[config.mk]
export PLATFORM = sky130hd
export DESIGN_NAME = gtdc_timer
export DESIGN_NICKNAME = d
export VERILOG_FILES = /design/src/gtdc_pkg.sv /design/src/gtdc_timer.sv
export VERILOG_INCLUDE_DIRS = /design/src
export SDC_FILE = /design/constraint.sdc
export NUM_CORES = 1
export LEC_CHECK = 0
export ABC_AREA = 1
export BUFFER_PORTS_ARGS = -buffer_cell sky130_fd_sc_hd__buf_2
export CAP_MARGIN = 10
export CORE_MARGIN = 2
export CORE_UTILIZATION = 55
export CTS_BUF_LIST = sky130_fd_sc_hd__clkbuf_8 sky130_fd_sc_hd__clkbuf_16
export DETAILED_ROUTE_END_ITERATION = 12
export GPL_ROUTABILITY_DRIVEN = 0
export PLACE_DENSITY = 0.83
export REMOVE_ABC_BUFFERS = 1
export SLEW_MARGIN = 20
export SYNTH_ARGS = -nofsm -noshare
export SYNTH_HDL_FRONTEND = slang
export SYNTH_SLANG_ARGS = --single-unit
[constraint.sdc]
create_clock -name CLK -period 4.1 [get_ports CLK]
set_clock_uncertainty 0.2 [all_clocks]
set_input_delay 0.205 -clock CLK [delete_from_list [all_inputs] [get_ports CLK]]
set_output_delay 0.205 -clock CLK [all_outputs]
set_load 0.05 [all_outputs]
[src/gtdc_defines.svh]
`ifndef GTDC_DEFINES_SVH
`define GTDC_DEFINES_SVH
`define GTDC_CNT_W       16
`define GTDC_CNT_RST     16'h0000
`define GTDC_CNT_ONES    16'hFFFF
`define GTDC_CNT_ZERO    16'h0000
`define GTDC_MODE_LO     0
`define GTDC_MODE_HI     1
`define GTDC_NCH         5
`define GTDC_DIV8_CNT    3'h7
`define GTDC_DIV32_CNT   5'h1F
`endif

[src/gtdc_pkg.sv]
package gtdc_pkg;
	typedef enum logic [1:0] {
		GTDC_TIMER,
		GTDC_EVENT,
		GTDC_ONESHOT,
		GTDC_PWM
	} gtdc_mode_e;
	typedef enum logic [1:0] {
		GTDC_SRC_DIV1,
		GTDC_SRC_DIV8,
		GTDC_SRC_DIV32,
		GTDC_SRC_SUB32
	} gtdc_src_e;
endpackage

[src/gtdc_timer.sv]
`timescale 1ns/10ps
`include "gtdc_defines.svh"
// Function
// - Independent channels, each a 16-bit counter
// - Channels identical outside event counting
// - Mode chosen by mode bits 0 and 1
// - One-shot stops at the first underflow, one source pulse after count reaches zero
// - Timer source: div1, div8, div32, sub32
// - Count down, reload on underflow, continue
// - One underflow per n+1 source pulses
// - Count while start flag set, halt cleared
// - Interrupt request on every underflow
// - Live read; reload-moment read gives all ones
// - Halted write reads back correctly
// - Halted write loads reload and counter
// - Running write loads reload register only
// - Gate pin level starts and stops counting
// - Pulse output toggles at every underflow
// - Two-phase event request accepted on last three (flag only, counting stays single-edge)
module gtdc_timer
	import gtdc_pkg::*;
#(
	parameter int CH = 0                         // Channel index, two-phase allowed when >= 2
) (
	input  wire logic        CLK,               // System clock, 100 MHz
	input  wire logic        RESET,             // Async reset, active high
	input  wire logic [1:0]  MODE_SEL,          // Operating mode
	input  wire logic [1:0]  SRC_SEL,           // Count source select
	input  wire logic        COUNT_START,       // Count start flag
	input  wire logic        GATE_EN,           // Gate function enable
	input  wire logic        GATE_HIGH,         // Gate counts while pin high when set
	input  wire logic        PULSE_EN,          // Pulse output enable
	input  wire logic        TWO_PHASE,         // Two-phase event request
	input  wire logic        SUBCLK_DIV32_TICK, // Sub-clock divided by 32, pin-side pulse
	input  wire logic        EVENT_IN,          // External event input
	input  wire logic        CHANNEL_GATE_INPUT_PIN, // Gate input pin
	input  wire logic        WR_EN,             // Timer register write strobe
	input  wire logic [15:0] WR_DATA,           // Timer register write data
	output logic [15:0]      RD_DATA,           // Timer register read value
	output logic             IRQ,               // Underflow interrupt pulse
	output logic             CHANNEL_PULSE_OUTPUT_PIN, // Toggling pulse output
	output logic             TWO_PHASE_OK       // Two-phase mode accepted
);
	// Counter, reload and read-back registers
	logic [15:0] cnt_ff;
	logic [15:0] nxt_cnt;
	logic [15:0] rld_ff;
	logic [15:0] nxt_rld;
	logic [15:0] rd_ff;
	logic [15:0] nxt_rd;
	// Free-running prescalers
	logic [2:0]  div8_ff;
	logic [2:0]  nxt_div8;
	logic [4:0]  div32_ff;
	logic [4:0]  nxt_div32;
	// Output and run state
	logic        irq_ff;
	logic        nxt_irq;
	logic        out_ff;
	logic        nxt_out;
	logic        run_ff;
	logic        nxt_run;
	logic        tp_ff;
	logic        nxt_tp;
	// Pin synchroniser stages
	logic        g1_ff;
	logic        g2_ff;
	logic        s1_ff;
	logic        s2_ff;
	logic        s3_ff;
	logic        e1_ff;
	logic        e2_ff;
	logic        e3_ff;
	// Decoded count conditions
	logic        tick;
	logic        gate_ok;
	logic        counting;
	logic        uflow;
	gtdc_mode_e  mode;

	assign mode = gtdc_mode_e'(MODE_SEL[`GTDC_MODE_HI:`GTDC_MODE_LO]);

	// Pin synchronisers
	always_ff @(posedge CLK or posedge RESET) begin
		if (RESET) begin
			g1_ff <= 1'b0;
			g2_ff <= 1'b0;
			s1_ff <= 1'b0;
			s2_ff <= 1'b0;
			s3_ff <= 1'b0;
			e1_ff <= 1'b0;
			e2_ff <= 1'b0;
			e3_ff <= 1'b0;
		end else begin
			g1_ff <= CHANNEL_GATE_INPUT_PIN;
			g2_ff <= g1_ff;
			s1_ff <= SUBCLK_DIV32_TICK;
			s2_ff <= s1_ff;
			s3_ff <= s2_ff;
			e1_ff <= EVENT_IN;
			e2_ff <= e1_ff;
			e3_ff <= e2_ff;
		end
	end

	// Source selection and gating
	always_comb begin
		case (gtdc_src_e'(SRC_SEL))
			GTDC_SRC_DIV1:  tick = 1'b1;
			GTDC_SRC_DIV8:  tick = (div8_ff == `GTDC_DIV8_CNT);
			GTDC_SRC_DIV32: tick = (div32_ff == `GTDC_DIV32_CNT);
			GTDC_SRC_SUB32: tick = s2_ff & ~s3_ff;
			default:        tick = 1'b0;
		endcase
		// Event mode replaces the internal source with the synced pin edge
		if (mode == GTDC_EVENT) begin
			tick = e2_ff & ~e3_ff;
		end
		gate_ok  = !GATE_EN || (g2_ff == GATE_HIGH);
		counting = COUNT_START && gate_ok && run_ff;
		uflow    = counting && tick && (cnt_ff == `GTDC_CNT_ZERO);
	end

	// Next values: writes first, then counting may override the counter
	always_comb begin
		nxt_div8  = div8_ff + 3'h1;
		nxt_div32 = div32_ff + 5'h01;
		nxt_cnt   = cnt_ff;
		nxt_rld   = rld_ff;
		nxt_irq   = 1'b0;
		nxt_out   = out_ff;
		nxt_run   = run_ff;
		nxt_tp    = (CH >= 2) && TWO_PHASE && (mode == GTDC_EVENT);
		if (!COUNT_START) begin
			nxt_run = 1'b1;
		end
		if (WR_EN) begin
			nxt_rld = WR_DATA;
			if (!COUNT_START) begin
				nxt_cnt = WR_DATA;
			end
		end
		if (counting && tick) begin
			if (uflow) begin
				nxt_irq = 1'b1;
				if (PULSE_EN) begin
					nxt_out = ~out_ff;
				end
				if (mode == GTDC_ONESHOT) begin
					nxt_run = 1'b0;
				end else begin
					nxt_cnt = nxt_rld;
				end
			end else begin
				nxt_cnt = cnt_ff - 16'h0001;
			end
		end
		// A read at the reload moment shows all ones, even over a write
		if (uflow) begin
			nxt_rd = `GTDC_CNT_ONES;
		end else if (!COUNT_START && WR_EN) begin
			nxt_rd = WR_DATA;
		end else begin
			nxt_rd = nxt_cnt;
		end
	end

	always_ff @(posedge CLK or posedge RESET) begin
		if (RESET) begin
			cnt_ff  <= `GTDC_CNT_RST;
			rld_ff  <= `GTDC_CNT_RST;
			rd_ff   <= `GTDC_CNT_RST;
			div8_ff <= 3'h0;
			div32_ff <= 5'h00;
			irq_ff  <= 1'b0;
			out_ff  <= 1'b0;
			run_ff  <= 1'b1;
			tp_ff   <= 1'b0;
		end else begin
			cnt_ff  <= nxt_cnt;
			rld_ff  <= nxt_rld;
			rd_ff   <= nxt_rd;
			div8_ff <= nxt_div8;
			div32_ff <= nxt_div32;
			irq_ff  <= nxt_irq;
			out_ff  <= nxt_out;
			run_ff  <= nxt_run;
			tp_ff   <= nxt_tp;
		end
	end

	assign RD_DATA                  = rd_ff;
	assign IRQ                      = irq_ff;
	assign CHANNEL_PULSE_OUTPUT_PIN = out_ff;
	assign TWO_PHASE_OK             = tp_ff;

	stop_write_a: assert property (@(posedge CLK) disable iff (RESET)
		WR_EN && !COUNT_START |=> cnt_ff == $past(WR_DATA) && rld_ff == $past(WR_DATA))
		else $error("halted write did not load counter");
	run_write_a: assert property (@(posedge CLK) disable iff (RESET)
		WR_EN && COUNT_START && !uflow |=> rld_ff == $past(WR_DATA))
		else $error("running write did not load reload");
	uflow_irq_a: assert property (@(posedge CLK) disable iff (RESET)
		uflow |=> IRQ)
		else $error("underflow missed interrupt");
	irq_cause_a: assert property (@(posedge CLK) disable iff (RESET)
		!uflow |=> !IRQ)
		else $error("interrupt without underflow");
	reload_val_a: assert property (@(posedge CLK) disable iff (RESET)
		uflow && mode != GTDC_ONESHOT && !WR_EN |=> cnt_ff == $past(rld_ff))
		else $error("reload value wrong");
	read_ones_a: assert property (@(posedge CLK) disable iff (RESET)
		uflow |=> RD_DATA == `GTDC_CNT_ONES)
		else $error("reload read not all ones");
	pulse_tog_a: assert property (@(posedge CLK) disable iff (RESET)
		uflow && PULSE_EN |=> CHANNEL_PULSE_OUTPUT_PIN != $past(CHANNEL_PULSE_OUTPUT_PIN))
		else $error("pulse output not toggled");
	halt_hold_a: assert property (@(posedge CLK) disable iff (RESET)
		!COUNT_START && !WR_EN |=> cnt_ff == $past(cnt_ff))
		else $error("counter moved while halted");
	oneshot_stop_a: assert property (@(posedge CLK) disable iff (RESET)
		uflow && mode == GTDC_ONESHOT |=> !run_ff)
		else $error("one-shot kept running");
	gate_stop_a: assert property (@(posedge CLK) disable iff (RESET)
		!gate_ok && !WR_EN |=> cnt_ff == $past(cnt_ff))
		else $error("counted with gate closed");

	// Counting and reload
	count_dec_a: assert property (@(posedge CLK) disable iff (RESET)
		counting && tick && !uflow |=> cnt_ff == $past(cnt_ff) - 16'h0001)
		else $error("counter did not step down");

	rld_hold_a: assert property (@(posedge CLK) disable iff (RESET)
		!WR_EN |=> rld_ff == $past(rld_ff))
		else $error("reload changed without write");

	oneshot_hold_a: assert property (@(posedge CLK) disable iff (RESET)
		!run_ff && COUNT_START && !WR_EN |=> cnt_ff == $past(cnt_ff))
		else $error("stopped one-shot moved");

	rearm_a: assert property (@(posedge CLK) disable iff (RESET)
		!COUNT_START |=> run_ff)
		else $error("halt did not re-arm");

	// Count sources
	div8_wrap_a: assert property (@(posedge CLK) disable iff (RESET)
		div8_ff == `GTDC_DIV8_CNT |=> div8_ff == 3'h0)
		else $error("divide-by-8 did not wrap");

	div32_wrap_a: assert property (@(posedge CLK) disable iff (RESET)
		div32_ff == `GTDC_DIV32_CNT |=> div32_ff == 5'h00)
		else $error("divide-by-32 did not wrap");

	sub_src_a: assert property (@(posedge CLK) disable iff (RESET)
		mode != GTDC_EVENT && SRC_SEL == 2'h3 && !(s2_ff && !s3_ff) && !WR_EN |=> cnt_ff == $past(cnt_ff))
		else $error("sub-clock source counted without edge");

	event_src_a: assert property (@(posedge CLK) disable iff (RESET)
		mode == GTDC_EVENT && !(e2_ff && !e3_ff) && !WR_EN |=> cnt_ff == $past(cnt_ff))
		else $error("event mode counted without edge");

	// Read-back and pins
	rd_live_a: assert property (@(posedge CLK) disable iff (RESET)
		!uflow |=> RD_DATA == cnt_ff)
		else $error("read value not live counter");

	halt_read_a: assert property (@(posedge CLK) disable iff (RESET)
		WR_EN && !COUNT_START |=> RD_DATA == $past(WR_DATA))
		else $error("halted write not read back");

	out_hold_a: assert property (@(posedge CLK) disable iff (RESET)
		!uflow |=> $stable(CHANNEL_PULSE_OUTPUT_PIN))
		else $error("pulse output moved without underflow");

	pulse_off_a: assert property (@(posedge CLK) disable iff (RESET)
		uflow && !PULSE_EN |=> $stable(CHANNEL_PULSE_OUTPUT_PIN))
		else $error("pulse output toggled while disabled");

	tp_chan_a: assert property (@(posedge CLK) disable iff (RESET)
		TWO_PHASE_OK |-> CH >= 2)
		else $error("two-phase accepted on single-phase channel");

	tp_req_a: assert property (@(posedge CLK) disable iff (RESET)
		!TWO_PHASE |=> !TWO_PHASE_OK)
		else $error("two-phase accepted without request");

	uflow_c: cover property (@(posedge CLK) disable iff (RESET) uflow ##1 IRQ);
	oneshot_c: cover property (@(posedge CLK) disable iff (RESET) uflow && mode == GTDC_ONESHOT ##1 !run_ff);
	event_c: cover property (@(posedge CLK) disable iff (RESET) mode == GTDC_EVENT && uflow);
	write_run_c: cover property (@(posedge CLK) disable iff (RESET) WR_EN && COUNT_START ##[1:40] uflow);
	gate_c: cover property (@(posedge CLK) disable iff (RESET) GATE_EN && !gate_ok ##1 gate_ok);
endmodule

* Yosys cells after proc, flatten, opt, wreduce, memory -nomap -nowiden
Cells that the tools add are included.
Word-level totals: bits in registers 67, input port bits 31
Cells by class: add/subtract/negate cells 3, eq/ne operators 8, mux-type cells 16, bitwise operators 5, reduce and logical (&&, ||, !) cells 11
Operators with widths (count):
- $mux W16 | 8
- $logic_not A16 Y1 | 1
- $sub A16 B1 Y16 const B | 1
- $mux W1 | 7
- $eq A2 B2 Y1 const B | 3
- $add A5 B1 Y5 const B | 1
- $eq A5 B5 Y1 const B | 1
- $logic_and A1 B1 Y1 | 5
- $eq A2 B1 Y1 const B | 2
- $pmux W1 S4 | 1
- $add A3 B1 Y3 const B | 1
- $eq A3 B3 Y1 const B | 1
- $not A1 Y1 | 3
- $reduce_and A3 Y1 | 1
- $and A1 B1 Y1 | 2
- $logic_not A1 Y1 | 2
- $logic_not A2 Y1 | 1
- $eq A1 B1 Y1 | 1
- $logic_or A1 B1 Y1 | 1

* Longest topological paths before layout
Gate-level depths: netlist of the first run.
depth after elaboration 10, mapped depth 14, gate-level depth less buffers 14

* Worst setup path before layout of the first run
Ideal clock, no wire load.
path type reg2reg, from register div32_ff[0], to register rd_ff[10], in the netlist RD_DATA[10], setup time 0.143 ns, data arrival time 1.599 ns, data required time 3.757 ns, setup slack 2.158 ns, cell stages (with the launch flop) 13, period minus slack after synthesis 1.942 ns, cells stage by stage dfrtp_1 > ha_1 > nand2_1 > nor2_1 > ha_1 > nor2_1 > nor2_1 > nand2_1 > nand2_1 > nand2_1 > buf_4 > buf_6 > o211ai_1
Between the ends: longest elaborated chain between the ends 9
Ends and longest elaborated chain:
- from (decl) | line gtdc_timer.sv:54 | logic [4:0] div32_ff;
- from (signal assigned) | line gtdc_timer.sv:184 | div32_ff <= nxt_div32;
- $eq A5 B5 Y1 (no source line) *
- $pmux W1 S4 * | line gtdc_timer.sv:108 | case (gtdc_src_e'(SRC_SEL))
- $mux W1 * | line gtdc_timer.sv:116 | if (mode == GTDC_EVENT) begin
- $logic_and A1 B1 Y1 * | line gtdc_timer.sv:121, gtdc_timer.sv:143
- $logic_and A1 B1 Y1 | line gtdc_timer.sv:121 | uflow = counting && tick && (cnt_ff == `GTDC_CNT_ZERO);
- $mux W16 | line gtdc_timer.sv:144 | if (uflow) begin
- $mux W16 | line gtdc_timer.sv:143 | if (counting && tick) begin
- $mux W16 | line gtdc_timer.sv:161 | end else if (!COUNT_START && WR_EN) begin
- $mux W16 * | line gtdc_timer.sv:159 | if (uflow) begin
- named net nxt_rd[10] | line gtdc_timer.sv:50 | logic [15:0] nxt_rd;
- to (signal assigned) | line gtdc_timer.sv:172 | rd_ff <= `GTDC_CNT_RST;
- to (signal assigned) | line gtdc_timer.sv:182 | rd_ff <= nxt_rd;
- to (decl) | line gtdc_timer.sv:49 | logic [15:0] rd_ff;
The timed path passes the listed nets; every way through them passes the cells marked *. A chain may end at the register's enable or synchronous reset.

* Worst setup path after layout of the first run
from register div32_ff[0], to register cnt_ff[4]
Between the ends: longest elaborated chain between the ends 7
Ends and longest elaborated chain:
- $eq A5 B5 Y1 (no source line) *
- $pmux W1 S4 * | line gtdc_timer.sv:108
- $mux W1 * | line gtdc_timer.sv:116
- $logic_and A1 B1 Y1 * | line gtdc_timer.sv:121, gtdc_timer.sv:143
- $logic_and A1 B1 Y1 | line gtdc_timer.sv:121
- $mux W16 | line gtdc_timer.sv:144
- $mux W16 * | line gtdc_timer.sv:143
- named net nxt_cnt[4] | line gtdc_timer.sv:46 | logic [15:0] nxt_cnt;
- to (signal assigned) | line gtdc_timer.sv:170 | cnt_ff <= `GTDC_CNT_RST;
- to (signal assigned) | line gtdc_timer.sv:180 | cnt_ff <= nxt_cnt;
- to (decl) | line gtdc_timer.sv:45 | logic [15:0] cnt_ff;
Marks and branches as above.

==> results.rst, run 1 <==
.. list-table::
   :header-rows: 1

   * - Metric
     - Value
   * - Highest clock rate
     - 0.349 GHz
   * - Cell leakage power
     - 2.28 nW
   * - Number of distinct library cell variants in the gate-level netlist after synthesis
     - 28
   * - Signal arrival time at the worst endpoint
     - 2.96 ns
   * - Drt pass-1 iters
     - 5
   * - Ant diodes
     - 0
   * - Number of synthesized register bits
     - 67
   * - Cell type group with the largest total delay on the critical path
     - simple AND/OR/NAND/NOR gates
   * - Result of the run
     - finished clean
   * - Clock Latency Late Sink
     - 0.36 ns
   * - Number of setup violations in the final report
     - 0
   * - Cell type with the highest aggregate area in the netlist
     - sky130_fd_sc_hd__dfrtp_1
   * - Total congestion overflow
     - 0
   * - CTS H-Tree Depth
     - 3
   * - Power Dens Cells
     - 480 nW/um^2
   * - Top cells by area, synth
     - sky130_fd_sc_hd__dfrtp_1 (47%), sky130_fd_sc_hd__nand2_1 (16%), sky130_fd_sc_hd__inv_1 (6.3%)
   * - Unrepaired setup endpoints after global routing
     - no
   * - Number of antenna violations at the first check in global routing
     - 0
   * - Die Span X
     - 84.1 um
   * - Count of buffering cells on the critical path with inverters included
     - 0
   * - WS Path Type
     - flop to flop
   * - Via count of the first global-routing pass
     - 3028
   * - Worst IR drop on VDD
     - 0.326 mV
   * - Asr flop ratio synth
     - 1.00
   * - Pin count of the biggest net entering global routing
     - 38
   * - Number of clock buffers inserted by TritonCTS
     - 9
   * - Number of port buffers
     - 47
   * - Top library cells by usage in the layout, fill and taps aside
     - sky130_fd_sc_hd__nand2_1 (151), sky130_fd_sc_hd__dfrtp_1 (66), sky130_fd_sc_hd__inv_1 (59), sky130_fd_sc_hd__buf_2 (47), sky130_fd_sc_hd__nor2_1 (43)
   * - Post-DR wirelength/cell
     - 12.9 um
   * - Starting density of the core
     - 0.562
   * - Number of slew-limit violations in the final report
     - 0
   * - Remaining max-slew budget at the tightest pin
     - 0.318
   * - Row count
     - 29
   * - Critical-path cell list
     - ha_1 -> nand2_1 -> nor2_1 -> ha_1 -> nor2_1 -> nor2_1 -> nand2_1 -> nand2_1 -> nand2_1 -> nor2_4 -> nand2_1 -> nand2_1 -> nand2_1 -> nand2_1
   * - Worst-margin pin slew
     - 1.02 ns
   * - Syn avg cell area
     - 7.62 sq um
   * - Fraction of post-synthesis cell area in the top cell type by area
     - 0.468
   * - Area of the core region
     - 6280 sq um
   * - Dominant synthesized flop cell
     - sky130_fd_sc_hd__dfrtp_1
   * - First-pass GRT wire length
     - 13.7 mm
   * - Kind of start point of the critical path
     - flop
   * - Detailed-placement wirelength estimate
     - 5.41 mm
   * - Number of max-capacitance violations reported
     - 0
   * - Worst path required time
     - 4.20 ns
   * - Category of the worst setup path capture point
     - flop
   * - Y dimension of the die
     - 84.1 um
   * - Max FO, Critical Path
     - 30
   * - Clk slew on worst S/H paths
     - 0.08 ns
   * - Total length of routed wires
     - 7.87 mm
   * - Setup TNS
     - 0 ns
   * - DRC viols
     - 0
   * - DRC marker count from the first detailed-route iteration
     - 207
   * - Yosys warning total
     - 0
   * - Final hold violation count
     - 0
   * - Overall via count from detail_route
     - 3162
   * - Register area
     - 1680 sq um
   * - Largest stage delay on the critical path
     - 0.59 ns
   * - Final net count
     - 565
   * - Share of cells above drive strength 1
     - 0.167
   * - Finished Core Util
     - 0.663
   * - Root buffer selected by CTS
     - sky130_fd_sc_hd__clkbuf_8
   * - Max clock buf depth
     - 2
   * - Count of instances resized after the clock tree is built
     - 0
   * - Number of vias per cell
     - 5.18
   * - Sequential cell area fraction in the yosys report
     - 0.476
   * - CTS tree
     - yes
   * - Final worst-path cycle share
     - 0.698
   * - Post-detailed-route count of antenna-violating nets
     - 0
   * - Most Frequent Cell on Critical Path
     - sky130_fd_sc_hd__nand2_1
   * - Gate Count Post-Synth
     - 463
   * - Layout overhead on the synthesized area
     - 18.0%
   * - Die area
     - 7070 sq um
   * - Gr usage total
     - 0.246
   * - Clock period minus worst slack
     - 2.86 ns
   * - Syn Std Cell Area
     - 3530 sq um
   * - Clock sink count
     - 67
   * - Most common cell after layout, fill and taps aside
     - sky130_fd_sc_hd__nand2_1
   * - Type of the most critical hold path
     - input port to flop
   * - Filler Cell Count
     - 532
   * - Critical Path Slowest Stage Cell
     - sky130_fd_sc_hd__nand2_1
   * - Top-level I/O count
     - 50
   * - Post-synth EDFFs
     - 0
   * - Multi-input gate area
     - 1510 sq um
-- per-layer routing --
metal | part of all wire | GRT usage | up-vias
met5 | 0 | 0 | -
met4 | 0.017 | 0.103 | 0
met3 | 0.061 | 0.0514 | 12
met2 | 0.49 | 0.428 | 111
met1 | 0.43 | 0.294 | 1482
li1 | - | - | 1557
-- stage by stage --
stage / area (sq um) / power (mW) / setup WS (ns) / hold slack (ns) / std cells
6_report: 4160 / 2.00 / 1.24 / 0.0111 / 610
5_1_grt: 4160 / 2.12 / 0.969 / 0.0471 / 610
4_1_cts: 4160 / 2.00 / 1.25 / 0.00325 / 610
3_5_place_dp: 3780 / 1.44 / 1.27 / 0.115 / 576
3_3_place_gp: 3780 / 1.42 / 1.37 / 0.113 / 576
2_1_floorplan: 3440 / 1.29 / 1.79 / 0.0364 / 450
-- timing repair --
| action | in CTS | in global routing |
|---|---|---|
| buffers inserted | 0 | 0 |
| hold endpoints to repair | 49 | 0 |
| hold buffers | 18 | 0 |
-- report_power, final --
part	switching, mW	total, mW	leakage [nW]	internal (mW)
clock	0.258	0.550	0.103	0.292
sequential	0.0597	0.813	0.817	0.753
combinational	0.441	0.635	1.36	0.194
total	0.759	2.00	2.28	1.24
-- worst register-to-register path: stages, from the launching register on --
cell	delay [ns]
sky130_fd_sc_hd__dfrtp_1	0.37
sky130_fd_sc_hd__ha_1	0.20
sky130_fd_sc_hd__nand2_1	0.06
sky130_fd_sc_hd__nor2_1	0.09
sky130_fd_sc_hd__ha_1	0.16
sky130_fd_sc_hd__nor2_1	0.05
sky130_fd_sc_hd__nor2_1	0.10
sky130_fd_sc_hd__nand2_1	0.06
sky130_fd_sc_hd__nand2_1	0.09
sky130_fd_sc_hd__nand2_1	0.59
sky130_fd_sc_hd__nor2_4	0.54
sky130_fd_sc_hd__nand2_1	0.09
sky130_fd_sc_hd__nand2_1	0.08
sky130_fd_sc_hd__nand2_1	0.05
sky130_fd_sc_hd__nand2_1	0.08
-- cells in the mapped netlist, types with 6 or more instances --
library cell / count
sky130_fd_sc_hd__xor2_1: 9
sky130_fd_sc_hd__o21ai_1: 7
sky130_fd_sc_hd__ha_1: 6
sky130_fd_sc_hd__inv_2: 7
sky130_fd_sc_hd__nand2_1: 151
sky130_fd_sc_hd__o21ai_0: 31
sky130_fd_sc_hd__nor2_1: 43
sky130_fd_sc_hd__a21oi_1: 8
sky130_fd_sc_hd__o211ai_1: 10
sky130_fd_sc_hd__inv_1: 59
sky130_fd_sc_hd__dfrtp_1: 66
sky130_fd_sc_hd__nand3_1: 27
-- final timing paths --
check | from | end | slack [ns] | cells after the start
setup / recovery | div32_ff[0]$_DFF_PP0_ | cnt_ff[4]$_DFF_PP0_ | 1.24 | 14
min in group asynchronous | RESET | IRQ$_DFF_PP0_ | 0.27 | 3
hold / removal | WR_DATA[3] | rld_ff[3]$_DFF_PP0_ | 0.01 | 4
max in group asynchronous | RESET | run_ff$_DFF_PP1_ | 2.50 | 4
setup reg to reg | div32_ff[0]$_DFF_PP0_ | cnt_ff[4]$_DFF_PP0_ | 1.24 | 14
hold reg to reg | s1_ff$_DFF_PP0_ | s2_ff$_DFF_PP0_ | 0.15 | 0
-- kinds of logic (layout without fill, tap and decap cells) --
| logic type | count (synthesis) | after routing | synth area share |
|---|---|---|---|
| simple gates | 239 | 239 | 0.282 |
| buf+inv | 79 | 149 | 0.0951 |
| flops | 67 | 67 | 0.476 |
| compound gates | 57 | 57 | 0.0887 |
| xor+xnor | 11 | 11 | 0.0273 |
| fa+ha+maj | 6 | 6 | 0.0213 |
| mux | 3 | 3 | 0.00852 |
| other cells | 1 | 1 | 0.00106 |
-- flip-flops by register name, summed over array words and instances (netlist names), 3 cells and up --
name / cells
RD_DATA: 16
cnt_ff: 16
div32_ff: 5
div8_ff: 3
rld_ff: 16
-- cell type report --
class,instances,share of cell area
Multi-Input combinational cell,317,0.364
Clock buffer,10,0.0331
Sequential cell,67,0.403
Timing Repair Buffer,67,0.103
Inverter,66,0.0596
Clock inverter,6,0.0135
Tap cell,77,0.0232
Power figures use the tool's default switching activity.
==> run 2: changes to the inputs <==
==> constraint.sdc (replaced) <==
create_clock -name CLK -period 2.8 [get_ports CLK]
set_clock_uncertainty 0.2 [all_clocks]
set_input_delay 0.14 -clock CLK [delete_from_list [all_inputs] [get_ports CLK]]
set_output_delay 0.14 -clock CLK [all_outputs]
set_load 0.05 [all_outputs]
==> run 2 against run 1 <==
Net effect:
- fmax is 19% higher
- core utilization is 1.6 points higher
- combinational power is 48% higher
- cell area is 2.4% higher
- largest power group unchanged
==> results.rst, run 2 (synthesis results as in run 1) <==
.. list-table::
   :header-rows: 1

   * - Metric
     - Value
   * - Drt pass-1 iters
     - 5
   * - Kind of start point of the critical path
     - flop
   * - Overall via count from detail_route
     - 3120
   * - Cell type group with the largest total delay on the critical path
     - simple AND/OR/NAND/NOR gates
   * - Count of buffering cells on the critical path with inverters included
     - 0
   * - Count of instances resized after the clock tree is built
     - 0
   * - First-pass GRT wire length
     - 13.6 mm
   * - Starting density of the core
     - 0.562
   * - Via count of the first global-routing pass
     - 3038
   * - Die Span X
     - 84.1 um
   * - Post-DR wirelength/cell
     - 13.1 um
   * - Most Frequent Cell on Critical Path
     - sky130_fd_sc_hd__nand2_1
   * - Worst-margin pin slew
     - 0.641 ns
   * - Number of antenna violations at the first check in global routing
     - 0
   * - Number of slew-limit violations in the final report
     - 0
   * - Most common cell after layout, fill and taps aside
     - sky130_fd_sc_hd__nand2_1
   * - Share of cells above drive strength 1
     - 0.169
   * - Met3 capacity usage during global routing
     - 0.0544
   * - Gr usage total
     - 0.245
   * - Top library cells by usage in the layout, fill and taps aside
     - sky130_fd_sc_hd__nand2_1 (151), sky130_fd_sc_hd__dfrtp_1 (66), sky130_fd_sc_hd__inv_1 (59), sky130_fd_sc_hd__buf_2 (47), sky130_fd_sc_hd__nor2_1 (43)
   * - DRC viols
     - 0
   * - Number of port buffers
     - 47
   * - Largest stage delay on the critical path
     - 0.42 ns
   * - Clock period minus worst slack
     - 2.40 ns
   * - Unrepaired setup endpoints after global routing
     - no
   * - Finished Core Util
     - 0.679
   * - Number of max-capacitance violations reported
     - 0
   * - Global routing usage on met2
     - 0.415
   * - Routing layer with the top usage in global route
     - met2
   * - Row count
     - 29
   * - Total congestion overflow
     - 0
   * - Max clock buf depth
     - 2
   * - Category of the worst setup path capture point
     - flop
   * - Worst path required time
     - 2.81 ns
   * - Post-detailed-route count of antenna-violating nets
     - 0
   * - Top-level I/O count
     - 50
   * - Root buffer selected by CTS
     - sky130_fd_sc_hd__clkbuf_8
   * - Number of setup violations in the final report
     - 0
   * - Critical Path Slowest Stage Cell
     - sky130_fd_sc_hd__nand3_2
   * - Number of clock buffers inserted by TritonCTS
     - 9
   * - Final net count
     - 571
   * - Layout overhead on the synthesized area
     - 20.8%
   * - Power Dens Cells
     - 715 nW/um^2
   * - Ant diodes
     - 0
   * - DRC marker count from the first detailed-route iteration
     - 225
   * - Worst Slack Setup Final
     - 0.401 ns
   * - Signal arrival time at the worst endpoint
     - 2.41 ns
   * - Result of the run
     - finished clean
   * - Critical-path cell list
     - ha_1 -> nand2_1 -> nor2_1 -> ha_1 -> nor2_1 -> nor2_1 -> nand2_1 -> nand2_1 -> nand3_2 -> nand2_1 -> nand2_1 -> nand2_1 -> nand3_1
   * - Setup TNS
     - 0 ns
   * - Number of vias per cell
     - 5.06
   * - CTS tree
     - yes
   * - Detailed-placement wirelength estimate
     - 5.42 mm
   * - Max FO, Critical Path
     - 23
   * - Clock Latency Late Sink
     - 0.35 ns
   * - Pin count of the biggest net entering global routing
     - 39
   * - Remaining max-slew budget at the tightest pin
     - 0.572
   * - Cell leakage power
     - 2.32 nW
   * - Final worst-path cycle share
     - 0.857
   * - Pre-CTS WS
     - 0.465 ns
   * - Die area
     - 7070 sq um
   * - Area of the core region
     - 6280 sq um
   * - Clk slew on worst S/H paths
     - 0.07 ns
   * - Final hold violation count
     - 0
   * - Worst IR drop on VDD
     - 0.432 mV
   * - Clock sink count
     - 67
   * - Total length of routed wires
     - 8.09 mm
   * - Highest clock rate
     - 0.417 GHz
   * - WS Path Type
     - flop to flop
   * - CTS H-Tree Depth
     - 3
   * - Y dimension of the die
     - 84.1 um
   * - Type of the most critical hold path
     - input port to flop
   * - Met1 capacity usage during global routing
     - 0.304
[run 2: worst register-to-register path, cell delays in order (launching register included)]
cell,delay [ns]
sky130_fd_sc_hd__dfrtp_1,0.37
sky130_fd_sc_hd__ha_1,0.20
sky130_fd_sc_hd__nand2_1,0.06
sky130_fd_sc_hd__nor2_1,0.10
sky130_fd_sc_hd__ha_1,0.19
sky130_fd_sc_hd__nor2_1,0.05
sky130_fd_sc_hd__nor2_1,0.08
sky130_fd_sc_hd__nand2_1,0.06
sky130_fd_sc_hd__nand2_1,0.10
sky130_fd_sc_hd__nand3_2,0.42
sky130_fd_sc_hd__nand2_1,0.20
sky130_fd_sc_hd__nand2_1,0.07
sky130_fd_sc_hd__nand2_1,0.07
sky130_fd_sc_hd__nand3_1,0.08
[run 2: through the flow]
step	power (mW)	std cells	hold slack (ns)	cell area [sq um]
finish	3.05	616	0.0527	4260
detailed placement	2.11	578	0.0493	3810
floorplan	1.89	450	-0.0286	3440
global placement	2.08	578	0.0485	3810
global route	3.22	616	0.0871	4260
CTS	3.05	616	0.0411	4260
[run 2: area by class of cell]
cell class,instances,area (sq um)
clock buffer,11,151
fill,509,2020
inverter,66,248
multi-input combinational,317,1510
tap,77,96.3
sequential,67,1680
timing repair buffer,73,498
clock inverter,5,76.3
[run 2: power by group]
part | internal (mW) | switching (mW) | leakage (nW) | total, mW
Clock | 0.545 | 0.372 | 0.117 | 0.917
Combinational | 0.292 | 0.648 | 1.39 | 0.941
Sequential | 1.10 | 0.0876 | 0.817 | 1.19
[run 2: final timing paths]
| kind | startpoint | depth (start not counted) | to | slack (ns) |
|---|---|---|---|---|
| max | div32_ff[0]$_DFF_PP0_ | 13 | RD_DATA[1]$_DFF_PP0_ | 0.40 |
| min | WR_EN | 3 | rld_ff[10]$_DFF_PP0_ | 0.05 |
| max reg2reg | div32_ff[0]$_DFF_PP0_ | 13 | RD_DATA[1]$_DFF_PP0_ | 0.40 |
| min reg2reg | s1_ff$_DFF_PP0_ | 0 | s2_ff$_DFF_PP0_ | 0.16 |
| max in group asynchronous | RESET | 4 | run_ff$_DFF_PP1_ | 1.49 |
| min in group asynchronous | RESET | 3 | RD_DATA[3]$_DFF_PP0_ | 0.22 |
[run 2: per-layer routing]
metal	vias to the layer above	wire length (um)	share of wire
li1	1580	-	-
met1	1431	3540	0.44
met2	96	3910	0.48
met3	13	492	0.061
met4	0	138	0.017
met5	-	0	0
[run 2: what timing repair did]
item,in CTS,in global routing
setup buffers,0,0
setup endpoints to repair,0,0
hold buffers,22,0
endpoints found under the hold margin,73,0
